===== config.mk =====
export PLATFORM = sky130hd
export DESIGN_NAME = bootl_loader
export DESIGN_NICKNAME = d
export VERILOG_FILES = /design/src/bootl_pkg.sv /design/src/bootl_skid.sv /design/src/bootl_loader.sv
export SDC_FILE = /design/constraint.sdc
export NUM_CORES = 1
export LEC_CHECK = 0
export BUFFER_PORTS_ARGS = -buffer_cell sky130_fd_sc_hd__buf_2
export CELL_PAD_IN_SITES_DETAIL_PLACEMENT = 1
export CELL_PAD_IN_SITES_GLOBAL_PLACEMENT = 1
export CORE_MARGIN = 1
export CORE_UTILIZATION = 35
export CTS_BUF_LIST = sky130_fd_sc_hd__clkbuf_8
export DETAILED_ROUTE_END_ITERATION = 6
export GPL_ROUTABILITY_DRIVEN = 0
export HOLD_SLACK_MARGIN = 0.02
export PLACE_DENSITY = 0.61
export RECOVER_POWER = 25
export SLEW_MARGIN = 0
export SYNTH_ARGS = -nofsm -noshare
export SYNTH_HDL_FRONTEND = slang
export SYNTH_SLANG_ARGS = --single-unit

===== constraint.sdc =====
create_clock -name clock -period 6.2 [get_ports clock]
set_clock_uncertainty 0.2 [all_clocks]
set_input_delay 0.62 -clock clock [delete_from_list [all_inputs] [get_ports clock]]
set_output_delay 0.62 -clock clock [all_outputs]
set_load 0.02 [all_outputs]

===== src/bootl_pkg.sv =====
// package for the byte boot loader
package bootl_pkg;
	localparam int ADDR_W = 24;
	localparam int WORD_W = 32;
	localparam int BYTES_PER_WORD = 4;
	localparam int WAIT_CYCLES = 16;
	localparam int IMEM_AW = 16;
	localparam logic [23:0] BOOT_BASE = 24'h00_0000;
	localparam logic [15:0] BOOT_WORDS_RST = 16'h0100;
	localparam logic [4:0] WAIT_RST = 5'h00;
	localparam logic [1:0] LANE_RST = 2'h0;
	typedef enum logic [4:0] {
		ST_IDLE = 5'b00001,
		ST_ADDR = 5'b00010,
		ST_WAIT = 5'b00100,
		ST_PUSH = 5'b01000,
		ST_DONE = 5'b10000
	} bootl_state_t;
endpackage : bootl_pkg


===== src/bootl_skid.sv =====
// two-entry buffer with valid and ready on both sides
`timescale 1ns/1ns
module bootl_skid #(
	parameter int WIDTH = 48
) (
	input wire logic clock, // system clock
	input wire logic sys_rst, // sync reset
	input wire logic inValid, // word offered
	output logic inReady, // room for a word
	input wire logic [WIDTH-1:0] inData, // word in
	output logic outValid, // word held
	input wire logic outReady, // sink takes word
	output logic [WIDTH-1:0] outData // word out
);
	logic [WIDTH-1:0] mem_reg [2];
	logic [WIDTH-1:0] mem_next [2];
	logic rdPtr_reg, rdPtr_next, wrPtr_reg, wrPtr_next;
	logic [1:0] count_reg, count_next;
	logic doWr, doRd;

	if (WIDTH < 1) begin : g_badWidth
		$error("bad width");
	end

	always_comb begin
		doWr = inValid && (count_reg != 2'd2);
		doRd = (count_reg != 2'd0) && outReady;
		mem_next = mem_reg;
		if (doWr) begin
			mem_next[wrPtr_reg] = inData;
		end
		wrPtr_next = doWr ? ~wrPtr_reg : wrPtr_reg;
		rdPtr_next = doRd ? ~rdPtr_reg : rdPtr_reg;
		count_next = count_reg + {1'b0, doWr} - {1'b0, doRd};
	end

	always_ff @(posedge clock) begin
		mem_reg <= mem_next;
		if (sys_rst) begin
			rdPtr_reg <= 1'b0;
			wrPtr_reg <= 1'b0;
			count_reg <= 2'd0;
		end else begin
			rdPtr_reg <= rdPtr_next;
			wrPtr_reg <= wrPtr_next;
			count_reg <= count_next;
		end
	end

	assign inReady = (count_reg != 2'd2);
	assign outValid = (count_reg != 2'd0);
	assign outData = mem_reg[rdPtr_reg];

	property p_nofill;
		@(posedge clock) disable iff (sys_rst) (count_reg == 2'd2) |-> !inReady;
	endproperty
	a_nofill: assert property (p_nofill) else $error("full buffer accepts");
	property p_holdOut;
		@(posedge clock) disable iff (sys_rst)
		(outValid && !outReady) |=> (outValid && $stable(outData));
	endproperty
	a_holdOut: assert property (p_holdOut) else $error("stalled word lost");
endmodule : bootl_skid


===== src/bootl_loader.sv =====
// byte EPROM boot loader: reads bytes, packs words, writes internal memory
// Notes on behaviour
// - configured for byte EPROM boot, load program after reset without core help
// - each boot memory read waits sixteen cycles before sampling the byte
// - boot memory select acts as EPROM chip select during boot
// - channel zero packs four bytes into each 32-bit word before writing
// - byte address is 24 bits, sixteen megabytes span
// - EPROM space is not reachable by ordinary core loads and stores
// - after boot, DMA requests may still read and write the EPROM
`timescale 1ns/1ns
module bootl_loader #(
	parameter int BOOT_WORDS = 256
) (
	input wire logic clock, // 25 MHz system clock
	input wire logic sys_rst, // sync reset, active high
	input wire logic bootEpromStrap, // strap: boot from byte EPROM
	input wire logic [7:0] romDataIn, // EPROM data pins
	output logic [7:0] romDataOut, // data driven for flash writes
	output logic romDataOe, // high while driving data pins
	output logic [23:0] romAddr, // EPROM byte address
	output logic boot_memory_select_n, // EPROM chip select, active low
	output logic romRead_n, // read strobe, active low
	output logic romWrite_n, // write strobe, active low
	output logic memWrValid, // internal memory write request
	output logic [15:0] memWrAddr, // internal memory word address
	output logic [31:0] memWrData, // packed instruction word
	input wire logic memWrReady, // internal memory takes write
	output logic bootDone, // boot finished
	input wire logic dmaReq, // post-boot DMA byte access request
	input wire logic dmaWrite, // 1 write, 0 read
	input wire logic [23:0] dmaAddr, // DMA byte address
	input wire logic [7:0] dmaWrData, // DMA write byte
	output logic dmaAck, // DMA access finished, one cycle
	output logic [7:0] dmaRdData // DMA read byte
);
	localparam int CW = $clog2(bootl_pkg::WAIT_CYCLES + 1);
	if (BOOT_WORDS < 1 || BOOT_WORDS > 65536) begin : g_badLen
		$error("bad boot length");
	end

	// strap synchroniser, change counts when second and third agree
	logic [2:0] strapSync_reg;
	logic strapLvl_reg, strapLvl_next;
	always_comb begin
		strapLvl_next = (strapSync_reg[1] == strapSync_reg[2]) ? strapSync_reg[2] : strapLvl_reg;
	end
	always_ff @(posedge clock) begin
		strapSync_reg <= {strapSync_reg[1:0], bootEpromStrap};
		strapLvl_reg <= sys_rst ? 1'b0 : strapLvl_next;
	end

	// data pin synchroniser
	logic [7:0] dSync0_reg, dSync1_reg, dSync2_reg;
	always_ff @(posedge clock) begin
		dSync0_reg <= romDataIn;
		dSync1_reg <= dSync0_reg;
		dSync2_reg <= dSync1_reg;
	end

	bootl_pkg::bootl_state_t state_reg, state_next;
	logic [23:0] addr_reg, addr_next;
	logic [CW-1:0] wait_reg, wait_next;
	logic [1:0] lane_reg, lane_next;
	logic [31:0] pack_reg, pack_next;
	logic [15:0] word_reg, word_next;
	logic booting_reg, booting_next;
	logic dmaCyc_reg, dmaCyc_next, dmaWr_reg, dmaWr_next;
	logic startDly_reg, startDly_next;
	logic selN_reg, selN_next, rdN_reg, rdN_next, wrN_reg, wrN_next, oe_reg, oe_next;
	logic [7:0] dOut_reg, dOut_next, dmaRd_reg, dmaRd_next;
	logic ack_reg, ack_next, done_reg, done_next;
	logic pushValid, pushReady;
	logic [47:0] pushData, bufData, mwD_reg;
	logic bufValid, bufTake, mwV_reg;
	localparam logic [15:0] LAST_WORD = 16'(BOOT_WORDS - 1);

	always_comb begin
		state_next = state_reg;
		addr_next = addr_reg;
		wait_next = wait_reg;
		lane_next = lane_reg;
		pack_next = pack_reg;
		word_next = word_reg;
		booting_next = booting_reg;
		dmaCyc_next = dmaCyc_reg;
		dmaWr_next = dmaWr_reg;
		startDly_next = 1'b1;
		selN_next = selN_reg;
		rdN_next = rdN_reg;
		wrN_next = wrN_reg;
		oe_next = oe_reg;
		dOut_next = dOut_reg;
		dmaRd_next = dmaRd_reg;
		ack_next = 1'b0;
		done_next = done_reg;
		pushValid = 1'b0;
		pushData = {word_reg, pack_reg};
		unique case (state_reg)
			bootl_pkg::ST_IDLE: begin
				if (!startDly_reg) begin
					state_next = bootl_pkg::ST_IDLE;
				end else if (strapLvl_reg && !done_reg) begin
					booting_next = 1'b1;
					addr_next = bootl_pkg::BOOT_BASE;
					state_next = bootl_pkg::ST_ADDR;
				end else if (done_reg && !ack_reg && dmaReq) begin
					dmaCyc_next = 1'b1;
					dmaWr_next = dmaWrite;
					addr_next = dmaAddr;
					dOut_next = dmaWrData;
					state_next = bootl_pkg::ST_ADDR;
				end else begin
					done_next = 1'b1;
				end
			end
			bootl_pkg::ST_ADDR: begin
				selN_next = 1'b0;
				rdN_next = dmaWr_reg && dmaCyc_reg;
				wrN_next = !(dmaWr_reg && dmaCyc_reg);
				oe_next = dmaWr_reg && dmaCyc_reg;
				wait_next = CW'(bootl_pkg::WAIT_CYCLES - 1);
				state_next = bootl_pkg::ST_WAIT;
			end
			bootl_pkg::ST_WAIT: begin
				if (wait_reg != '0) begin
					wait_next = wait_reg - CW'(1);
				end else begin
					selN_next = 1'b1;
					rdN_next = 1'b1;
					wrN_next = 1'b1;
					oe_next = 1'b0;
					if (dmaCyc_reg) begin
						dmaRd_next = dSync2_reg;
						ack_next = 1'b1;
						dmaCyc_next = 1'b0;
						dmaWr_next = 1'b0;
						state_next = bootl_pkg::ST_IDLE;
					end else begin
						pack_next[lane_reg*8 +: 8] = dSync2_reg;
						lane_next = lane_reg + 2'd1;
						addr_next = addr_reg + 24'd1;
						state_next = (lane_reg == 2'd3) ? bootl_pkg::ST_PUSH : bootl_pkg::ST_ADDR;
					end
				end
			end
			bootl_pkg::ST_PUSH: begin
				pushValid = 1'b1;
				if (pushReady) begin
					word_next = word_reg + 16'd1;
					if (word_reg == LAST_WORD) begin
						booting_next = 1'b0;
						state_next = bootl_pkg::ST_DONE;
					end else begin
						state_next = bootl_pkg::ST_ADDR;
					end
				end
			end
			bootl_pkg::ST_DONE: begin
				if (!bufValid && !mwV_reg) begin
					done_next = 1'b1;
					state_next = bootl_pkg::ST_IDLE;
				end
			end
		endcase
	end

	always_ff @(posedge clock) begin
		if (sys_rst) begin
			state_reg <= bootl_pkg::ST_IDLE;
			addr_reg <= bootl_pkg::BOOT_BASE;
			wait_reg <= '0;
			lane_reg <= bootl_pkg::LANE_RST;
			pack_reg <= 32'h0000_0000;
			word_reg <= 16'h0000;
			booting_reg <= 1'b0;
			dmaCyc_reg <= 1'b0;
			dmaWr_reg <= 1'b0;
			startDly_reg <= 1'b0;
			selN_reg <= 1'b1;
			rdN_reg <= 1'b1;
			wrN_reg <= 1'b1;
			oe_reg <= 1'b0;
			dOut_reg <= 8'h00;
			dmaRd_reg <= 8'h00;
			ack_reg <= 1'b0;
			done_reg <= 1'b0;
		end else begin
			state_reg <= state_next;
			addr_reg <= addr_next;
			wait_reg <= wait_next;
			lane_reg <= lane_next;
			pack_reg <= pack_next;
			word_reg <= word_next;
			booting_reg <= booting_next;
			dmaCyc_reg <= dmaCyc_next;
			dmaWr_reg <= dmaWr_next;
			startDly_reg <= startDly_next;
			selN_reg <= selN_next;
			rdN_reg <= rdN_next;
			wrN_reg <= wrN_next;
			oe_reg <= oe_next;
			dOut_reg <= dOut_next;
			dmaRd_reg <= dmaRd_next;
			ack_reg <= ack_next;
			done_reg <= done_next;
		end
	end

	// word buffer toward internal memory; only this loader writes it
	bootl_skid #(.WIDTH(48)) u_buf (
		.clock(clock),
		.sys_rst(sys_rst),
		.inValid(pushValid),
		.inReady(pushReady),
		.inData(pushData),
		.outValid(bufValid),
		.outReady(bufTake),
		.outData(bufData)
	);

	// output stage reloads only when empty or taken, so no word is repeated
	assign bufTake = !mwV_reg || memWrReady;
	always_ff @(posedge clock) begin
		if (sys_rst) begin
			mwV_reg <= 1'b0;
			mwD_reg <= 48'h0000_0000_0000;
		end else if (bufTake) begin
			mwV_reg <= bufValid;
			mwD_reg <= bufData;
		end
	end
	assign memWrValid = mwV_reg;
	assign memWrAddr = mwD_reg[47:32];
	assign memWrData = mwD_reg[31:0];
	assign romAddr = addr_reg;
	assign boot_memory_select_n = selN_reg;
	assign romRead_n = rdN_reg;
	assign romWrite_n = wrN_reg;
	assign romDataOe = oe_reg;
	assign romDataOut = dOut_reg;
	assign dmaAck = ack_reg;
	assign dmaRdData = dmaRd_reg;
	assign bootDone = done_reg;

	property p_wait16;
		@(posedge clock) disable iff (sys_rst)
		$fell(selN_reg) |-> !selN_reg [*8] ##1 !selN_reg [*8] ##1 selN_reg;
	endproperty
	a_wait16: assert property (p_wait16) else $error("strobe not sixteen cycles");
	property p_selBoot;
		@(posedge clock) disable iff (sys_rst)
		(state_reg == bootl_pkg::ST_WAIT && booting_reg) |-> !selN_reg;
	endproperty
	a_selBoot: assert property (p_selBoot) else $error("select idle in boot read");
	property p_lsbFirst;
		@(posedge clock) disable iff (sys_rst)
		(state_reg == bootl_pkg::ST_WAIT && wait_reg == '0 && !dmaCyc_reg && lane_reg == 2'd0)
		|=> pack_reg[7:0] == $past(dSync2_reg);
	endproperty
	a_lsbFirst: assert property (p_lsbFirst) else $error("first byte not low lane");
	property p_push;
		@(posedge clock) disable iff (sys_rst)
		(pushValid && pushReady) |=> lane_reg == 2'd0;
	endproperty
	a_push: assert property (p_push) else $error("push mid word");
	property p_addrInc;
		@(posedge clock) disable iff (sys_rst)
		(state_reg == bootl_pkg::ST_WAIT && wait_reg == '0 && !dmaCyc_reg)
		|=> addr_reg == $past(addr_reg) + 24'd1;
	endproperty
	a_addrInc: assert property (p_addrInc) else $error("byte address not stepped");
	property p_dmaAck;
		@(posedge clock) disable iff (sys_rst)
		(state_reg == bootl_pkg::ST_IDLE && startDly_reg && done_reg && !ack_reg
			&& dmaReq)
		|-> ##[17:19] ack_reg;
	endproperty
	a_dmaAck: assert property (p_dmaAck) else $error("dma access not finished");
	property p_noDmaInBoot;
		@(posedge clock) disable iff (sys_rst) booting_reg |-> !dmaCyc_reg;
	endproperty
	a_noDmaInBoot: assert property (p_noDmaInBoot) else $error("dma during boot");
	property p_oe;
		@(posedge clock) disable iff (sys_rst) oe_reg |-> (!wrN_reg && !selN_reg);
	endproperty
	a_oe: assert property (p_oe) else $error("data driven outside write");
	c_boot: cover property (@(posedge clock) $rose(done_reg) && strapLvl_reg);
	c_stall: cover property (@(posedge clock) pushValid && !pushReady);
	c_dmaWr: cover property (@(posedge clock) ack_reg && !$past(wrN_reg));
	c_dmaRd: cover property (@(posedge clock) ack_reg);
endmodule : bootl_loader


# Word level (Yosys, flattened, before mapping)
# Index checks and enable logic that the tools add are counted.
[totals]
mem_count = 0
romBits = 0
ramBits = 0
in_bits = 46
wordCells = 150
out_inout_bits = 95
register_bits = 286
latch_bits = 0
[op_classes]
n_lt_le_gt_ge = 3
shifts = 2
div = 0
n_addsub = 7
mux = 49
reduce_logical = 31
eq_ne = 21
mul = 0
n_bitwise = 8
[op_table]
columns = ["op", "n"]
rows = [
  ["two-way mux 48 bit", 4],
  ["two-way mux 24 bit", 5],
  ["bitwise mux 96 bit", 1],
  ["demux 48 bit (select 1 bit)", 1],
  ["one-hot mux 24 bit (2 select lines)", 1],
  ["two-way mux 5 bit", 8],
  ["negation 5 -> 34 bit", 1],
  ["variable shift 8 x 34 -> 32 bit, first input constant", 1],
  ["indexed part select 8 x 34 -> 32 bit", 1],
  ["bitwise mux 32 bit", 1],
  ["one-hot mux 5 bit (5 select lines)", 1],
  ["adder 24 x 1 -> 24 bit, second input constant", 1],
  ["!= test 2 bit, second input constant", 11],
  ["two-way mux 1 bit", 17],
  ["adder 16 x 1 -> 16 bit, second input constant", 1],
  ["equality test 16 x 8 -> 1 bit, second input constant", 1],
  ["AND reduction 5 bit", 3],
  ["one-hot mux 1 bit (2 select lines)", 7],
  ["one-hot mux 5 bit (2 select lines)", 1],
  ["logical AND 1 bit", 8],
  ["two-way mux 4 bit", 2],
  ["AND reduction 4 bit", 2],
  ["nonzero test 2 bit", 4],
  ["inverter 1 bit", 6],
  ["23 further kinds", 32],
]

# Longest topological paths before layout
# Gate-level depths: netlist of the first run.
[depth]
depth_word = 7
mapped_depth = 9
ltp_nobuf = 8

# Hierarchy
# A second synthesis of the first run with hierarchy kept.
[hier_totals]
cells_unflattened = 1041
area_unflattened_um2 = 11024.3
[by_module_without_submodules]
columns = ["mod", "n_inst", "cells_each", "seq_area_each_um2", "area_per_inst_um2"]
rows = [
  ["bootl_loader", 1, 865, 3723.6, 7292.0],
  ["bootl_skid", 1, 176, 2962.8, 3732.3],
]

# Worst setup path before layout of the first run
# No wires, ideal clock.
[synth_path]
kind = "register to register"
from = "reg state_reg[4]"
to = "reg u_buf.mem_reg[48] (netlist name) (enable)"
setup_slack_ns = 2.539
required_ns = 5.546
path_buffers = 0
t_arrival_ns = 3.008
stages_incl_launch_ff = 4
setup_time_ns = 0.454
synth_period_minus_slack_ns = 3.661
cell_sequence = "dfxtp_1 > nor4_1 > nand3_1 > nor2_1"
[synth_via]
elab_chain_cells = 3
[synth_rtl]
columns = ["item", "line", "source"]
rows = [
  ["start: declaration", "bootl_loader.sv:60", "bootl_pkg::bootl_state_t state_reg, state_next;"],
  ["start signal: assignment", "bootl_loader.sv:169", "state_reg <= bootl_pkg::ST_IDLE;"],
  ["start signal: assignment", "bootl_loader.sv:188", "state_reg <= state_next;"],
  ["equality test 5 x 4 -> 1 bit", "bootl_loader.sv:98", "unique case (state_reg)"],
  ["two-way mux 1 bit", "bootl_loader.sv:98", ""],
  ["logical AND 1 bit", "bootl_skid.sv:26", "doWr = inValid && (count_reg != 2'd2);"],
  ["end signal: assignment", "bootl_skid.sv:38", "mem_reg <= mem_next;"],
  ["end: declaration", "bootl_skid.sv:15", "logic [WIDTH-1:0] mem_reg [2];"],
]
# Every way passes these cells.
# A chain may end at the register's enable or synchronous reset.

# Worst setup path after layout of the first run
[layout_path]
from = "reg wait_reg[0]"
to = "reg addr_reg[17] (netlist: romAddr[17])"
[layout_via]
elab_chain_cells = 3
[layout_rtl]
columns = ["item", "line", "source"]
rows = [
  ["start: declaration", "bootl_loader.sv:62", "logic [CW-1:0] wait_reg, wait_next;"],
  ["start signal: assignment", "bootl_loader.sv:190", "wait_reg <= wait_next;"],
  ["nonzero test 5 bit", "bootl_loader.sv:125", "if (wait_reg != '0) begin"],
  ["!= test 2 bit (no source line)", "-", ""],
  ["AND reduction 5 bit (no source line)", "-", ""],
  ["end signal: assignment", "bootl_loader.sv:170", "addr_reg <= bootl_pkg::BOOT_BASE;"],
  ["end signal: assignment", "bootl_loader.sv:189", "addr_reg <= addr_next;"],
  ["end: declaration", "bootl_loader.sv:61", "logic [23:0] addr_reg, addr_next;"],
]
# Every way passes these cells.

==> metrics.yaml, run 1 <==
numCtsBuffers: 49
fmax_ghz: 0.322
die-area_sq_um: 31700
grt_pass1_vias: 7917
ant_nets: 0
cap_viol_max_count: 0
grt_pass1_wl_um: 43200
cts_resized: 0
worstSetupStartpoint: "wait_reg[0]$_SDFFE_PP0P_"
start_util_pct: 35.5
dieHeight_um: 178
p_comb_share_pct: 12.6
internal-power_mw: 3.00
ys_types: 62
synth_edf_count: 96
drt_iter0_markers: 378
fillers: 3401
grt_overflow: 0
setup_tns_ns: 0
power_leakage_nw: 4.97
seq_area_sq_um: 6690
clockPowerShare_pct: 36.7
dp_hpwl_um: 17300
reg2reg_setup_slack_ns: 3.10
antenna_found_initial: 1
hp-class: "in -> reg"
finalCriticalPeriod_ns: 3.10
dr_total_vias: 8067
grt_max_degree: 89
synth_top_flop_cell: "dfxtp_1"
critPathKind: "reg -> reg"
cp-end-kind: "flip-flop"
reg2reg_from: "wait_reg[0]$_SDFFE_PP0P_"
port_buffers: 140
clock-sinks: 286
drtPass1Iterations: 4
cts_tree: "built"
clk_pin_slew_ns: 0.06
syn_nets: 1045
p_total_mw: 4.14
grtUsageTotal_pct: 17.2
reg2reg_depth: 7
p_seq_share_pct: 50.7
fin_nets: 1198
syn_to_final_growth_pct: 18.5
drt_drc_violations_left: 0
drive_gt1_share_pct: 18.8
wl_per_cell_um: 17.1
h-tree-depth: 2
wirelength_um: 26900
setup_viol: 0
outcome: "finished, final reports clean"
cp-endpoint: "romAddr[17]$_SDFFE_PP0P_"
boundaryPins: 141
viasPerCell: 5.11
ys_top_cells_by_area: "dfxtp_1 35%, edfxtp_1 27%, mux2i_1 5.3%, nor2_1 3.7%, a211oi_1 3.6%"
r2r_end: "romAddr[17]$_SDFFE_PP0P_"
worstSkewPairLatency_ns: 0.57
largest_reg_flops: 96
insertedDiodeCount: 0
drv_slew: 0
avgSynthCellArea_sq_um: 11.0
async_flop_share_pct: 0
die_w_um: 178
slew_headroom_pct: 27.0
rsz0062_at_grt: "no"
seq_area_frac_synth_pct: 61.7
hold_viol: 0
clock_path_buffers: 3
multi_input_area_sq_um: 3860
p_per_area_nw_per_um2: 322
final_util_pct: 42.1
critPathSlowestCell: "nor4_4"
crit_path_max_fanout: 26
rows: 64
peakVddDrop_mv: 0.109
worst-slew-pin-transition_ns: 1.09
cp.arrival_ns: 3.39
slowest_delay_ns: 0.67
synth_largest_area_cell: "dfxtp_1"
period_share_pct: 50.1
core_sq_um: 30500
critical_path_required_ns: 6.48
synth_top_cell_area_share_pct: 35.1
synth_seq_cells: 286
yosys_warnings: 0
post_cts_buffers: 0
holdPathStages: 3
root_buffer: "clkbuf_8"
power_switching_share_pct: 27.6
crit_path_cell_trace: "inv_1, ha_1, or4b_4, nor4_4, a21o_2, nand2_1, o221ai_1"
synth_cells: 988
worst_setup_path_start_kind: "flip-flop"
p_switching_mw: 1.14
postCtsHoldBufs: 9
syn-cell-area_sq_um: 10800
worst min-delay path by stage:
stage / startpoint / to / slack [ns]
final: dmaWrData[5] / romDataOut[5]$_SDFFE_PP0P_ / 0.09
after global routing: dmaWrData[6] / romDataOut[6]$_SDFFE_PP0P_ / 0.09
after CTS: dmaWrData[1] / romDataOut[1]$_SDFFE_PP0P_ / 0.06
after detailed placement: dSync0_reg[6]$_DFF_P_ / dSync1_reg[6]$_DFF_P_ / 0.11
after global placement: dSync0_reg[4]$_DFF_P_ / dSync1_reg[4]$_DFF_P_ / 0.11
after floorplan: dSync0_reg[0]$_DFF_P_ / dSync1_reg[0]$_DFF_P_ / 0.11
critical path, delay by kind of cell, from the launching register on:
family | cells | cell delay, ns
buffers and inverters | 1 | 0.07
flip-flops | 1 | 0.33
AND/OR/NAND/NOR | 3 | 1.48
AO/OA/AOI/OAI | 2 | 0.76
adder cells (fa/ha/maj) | 1 | 0.18
kinds of logic (layout without fill, tap and decap cells):
| family | after synthesis | count (layout) | share of synthesized area [%] |
|---|---|---|---|
| AND/OR/NAND/NOR | 339 | 339 | 14.9 |
| XOR/XNOR | 24 | 24 | 1.94 |
| AO/OA/AOI/OAI | 198 | 198 | 12.1 |
| flip-flops | 286 | 286 | 61.7 |
| buffers and inverters | 73 | 267 | 2.90 |
| adder cells (fa/ha/maj) | 11 | 11 | 1.27 |
| multiplexers | 57 | 57 | 5.26 |
cells in the mapped netlist, types with 4 or more instances:
| master | number |
|---|---|
| dfxtp_1 | 190 |
| nor2_1 | 108 |
| edfxtp_1 | 96 |
| nand2_1 | 80 |
| a21oi_1 | 69 |
| nand3_1 | 60 |
| mux2i_1 | 57 |
| a211oi_1 | 52 |
| clkbuf_1 | 38 |
| o21ai_0 | 28 |
| inv_1 | 17 |
| nor3_1 | 17 |
| and3_1 | 14 |
| xor2_1 | 14 |
| nor4_1 | 12 |
| ha_1 | 11 |
| nand4_1 | 11 |
| xnor2_1 | 10 |
| and2_1 | 8 |
| buf_2 | 8 |
| a32o_1 | 5 |
| nand2b_1 | 5 |
| o32ai_1 | 5 |
| a22oi_1 | 4 |
| a31oi_1 | 4 |
| buf_4 | 4 |
| nor3b_1 | 4 |
| o211a_1 | 4 |
| o21a_1 | 4 |
| or3_1 | 4 |
through the flow:
stage,hold slack (ns),setup slack (ns),area [sq um],std cells
finish,0.0906,3.10,12800,1578
global route,0.0909,2.95,12800,1578
CTS,0.0613,3.08,12800,1578
detailed placement,0.114,3.09,11900,1477
global placement,0.110,3.17,11900,1477
floorplan,0.110,2.54,10800,988
power by group through the flow:
| stage | sequential [mW] | combinational (mW) | clock (mW) |
|---|---|---|---|
| 2_1_floorplan | 2.20 | 0.290 | 0 |
| 3_3_place_gp | 2.14 | 0.518 | 0 |
| 3_5_place_dp | 2.14 | 0.525 | 0 |
| 4_1_cts | 2.10 | 0.532 | 1.58 |
| 5_1_grt | 2.12 | 0.576 | 1.68 |
| 6_report | 2.10 | 0.520 | 1.52 |
placed cells by master, fill, tap and decap left out, types with 5 or more instances in the layout:
cell type,synthesis,final
dfxtp_1,190,189
buf_2,8,139
nor2_1,108,106
edfxtp_1,96,96
nand2_1,80,80
a21oi_1,69,69
nand3_1,60,60
mux2i_1,57,57
a211oi_1,52,52
clkbuf_8,0,52
inv_1,17,50
o21ai_0,28,28
nor3_1,17,17
and3_1,14,14
xor2_1,14,14
nor4_1,12,12
nand4_1,11,11
ha_1,11,11
xnor2_1,10,10
dlygate4sd3_1,0,9
buf_4,4,9
and2_1,8,7
o32ai_1,5,5
a32o_1,5,5
per-layer routing:
layer	vias up	global-route usage [%]	share of wire [%]
met5	-	0	0.030
met4	2	5.16	2.0
met3	50	3.56	5.7
met2	209	27.8	46
met1	3889	23.1	46
li1	3917	-	-
final cells by class:
type	count	share of cell area [%]
sequential	286	52.0
inverter	18	0.526
clock inverter	40	1.30
tap	396	3.86
clock buffer	52	5.57
multi-input combinational	629	30.1
timing repair buffer	157	6.64
Note: power is estimated with default switching activity, not from simulation.
==> inputs of run 2 (changes only) <==
- clock period: 6.2 -> 2.87 ns (I/O delays scaled with it)
==> run 2 against run 1 <==
Sequential cell count unchanged. Hold slack got worse by 0.016 ns. Global-route usage up 0.28 points. Critical path type unchanged. Critical endpoint is now romAddr[5]$_SDFFE_PP0P_.
==> metrics.yaml, run 2 (same netlist as run 1, synthesis figures left out) <==
dieHeight_um: 178
largest_reg_flops: 96
slew_headroom_pct: 31.6
cp.arrival_ns: 2.82
fmax_ghz: 0.390
ant_nets: 0
start_util_pct: 35.5
grt_max_degree: 98
grt_pass1_wl_um: 44100
cap_viol_max_count: 0
fin_nets: 1256
dpl_cell_area_sq_um: 12100
hold_viol: 0
drv_slew: 0
drt_drc_violations_left: 0
die-area_sq_um: 31700
setup_viol: 0
h-tree-depth: 2
drt_iter0_markers: 311
antenna_found_initial: 0
rows: 64
layout_commonest_cell: "dfxtp_1"
grtUsageTotal_pct: 17.5
port_buffers: 140
clock-sinks: 286
rsz0062_at_grt: "no"
grt_overflow: 0
stdcell_area_sq_um: 13500
fillers: 3398
critical_path_required_ns: 3.13
cp-end-kind: "flip-flop"
period_share_pct: 89.4
grt_pass1_vias: 8409
p_per_area_nw_per_um2: 688
placedCellCount: 1501
wl_per_cell_um: 16.7
drive_gt1_share_pct: 20.8
setup_tns_ns: 0
insertedDiodeCount: 0
post_cts_buffers: 0
worstSkewPairLatency_ns: 0.56
p_total_mw: 9.28
root_buffer: "clkbuf_8"
worst-slew-pin-transition_ns: 1.03
syn_to_final_growth_pct: 24.4
hp-class: "in -> reg"
drtPass1Iterations: 4
die_w_um: 178
critPathKind: "reg -> reg"
worst_setup_path_start_kind: "flip-flop"
dr_total_vias: 8191
power_leakage_nw: 5.26
crit_path_max_fanout: 15
cts_tree: "built"
outcome: "finished, final reports clean"
numCtsBuffers: 50
wirelength_um: 27200
clk_pin_slew_ns: 0.06
boundaryPins: 141
clock_path_buffers: 3
viasPerCell: 5.02
layout_common_cells: "189 x dfxtp_1, 139 x buf_2, 106 x nor2_1, 96 x edfxtp_1, 80 x nand2_1"
peakVddDrop_mv: 0.275
core_sq_um: 30500
finalNonFillerCells: 1633
dp_hpwl_um: 17700
finalCriticalPeriod_ns: 2.57
run 2: path summary, 6_finish.rpt:
check,start,endpoint,slack (ns),depth (start not counted)
min,memWrReady,u_buf.rdPtr_reg$_SDFFE_PP0P_,0.07,5
max,wait_reg[0]$_SDFFE_PP0P_,romAddr[5]$_SDFFE_PP0P_,0.30,8
min reg2reg,dSync1_reg[4]$_DFF_P_,dSync2_reg[4]$_DFF_P_,0.12,0
max reg2reg,wait_reg[0]$_SDFFE_PP0P_,romAddr[5]$_SDFFE_PP0P_,0.30,8
run 2: what timing repair did:
action,CTS,global route
hold buffers,42,0
endpoints found under the hold margin,42,0
resized for setup,0,0
run 2: layout make-up:
cell class | instances | area, sq um | area share, %
well taps | 396 | 495 | 3.67
clock inverters | 29 | 126 | 0.937
flip-flops and latches | 286 | 6690 | 49.6
inverters | 18 | 67.6 | 0.501
clock buffers | 61 | 840 | 6.22
multi-input cells | 629 | 3860 | 28.6
repair buffers | 214 | 1410 | 10.5
run 2: critical path, stage by stage (launching register included):
cell	delay [ns]
dfxtp_1	0.33
inv_1	0.06
ha_1	0.19
or4b_4	0.52
nor4_4	0.28
a21o_2	0.31
buf_4	0.25
a21oi_1	0.08
a311oi_1	0.23
run 2: through the flow:
step                      worst slack (ns)  hold WS [ns]  util [%]
final                                0.303        0.0748      44.2
after global routing                 0.117        0.0668      44.2
after CTS                            0.297        0.0495      44.2
after detailed placement             0.318         0.113      39.7
after global placement               0.364         0.112      39.7
after floorplan                    0.00288         0.110         -
run 2: layer usage:
metal  GRT usage (%)  vias up  share of wire, %
met5               0        -                 0
met4            5.09        0               1.5
met3            3.60       35               5.2
met2            28.7      190                46
met1            23.2     3929                47
li1                -     4037                 -
run 2: power breakdown:
part | switching, mW | internal, mW
clock | 1.63 | 1.92
sequential | 0.149 | 4.36
combinational | 0.717 | 0.499
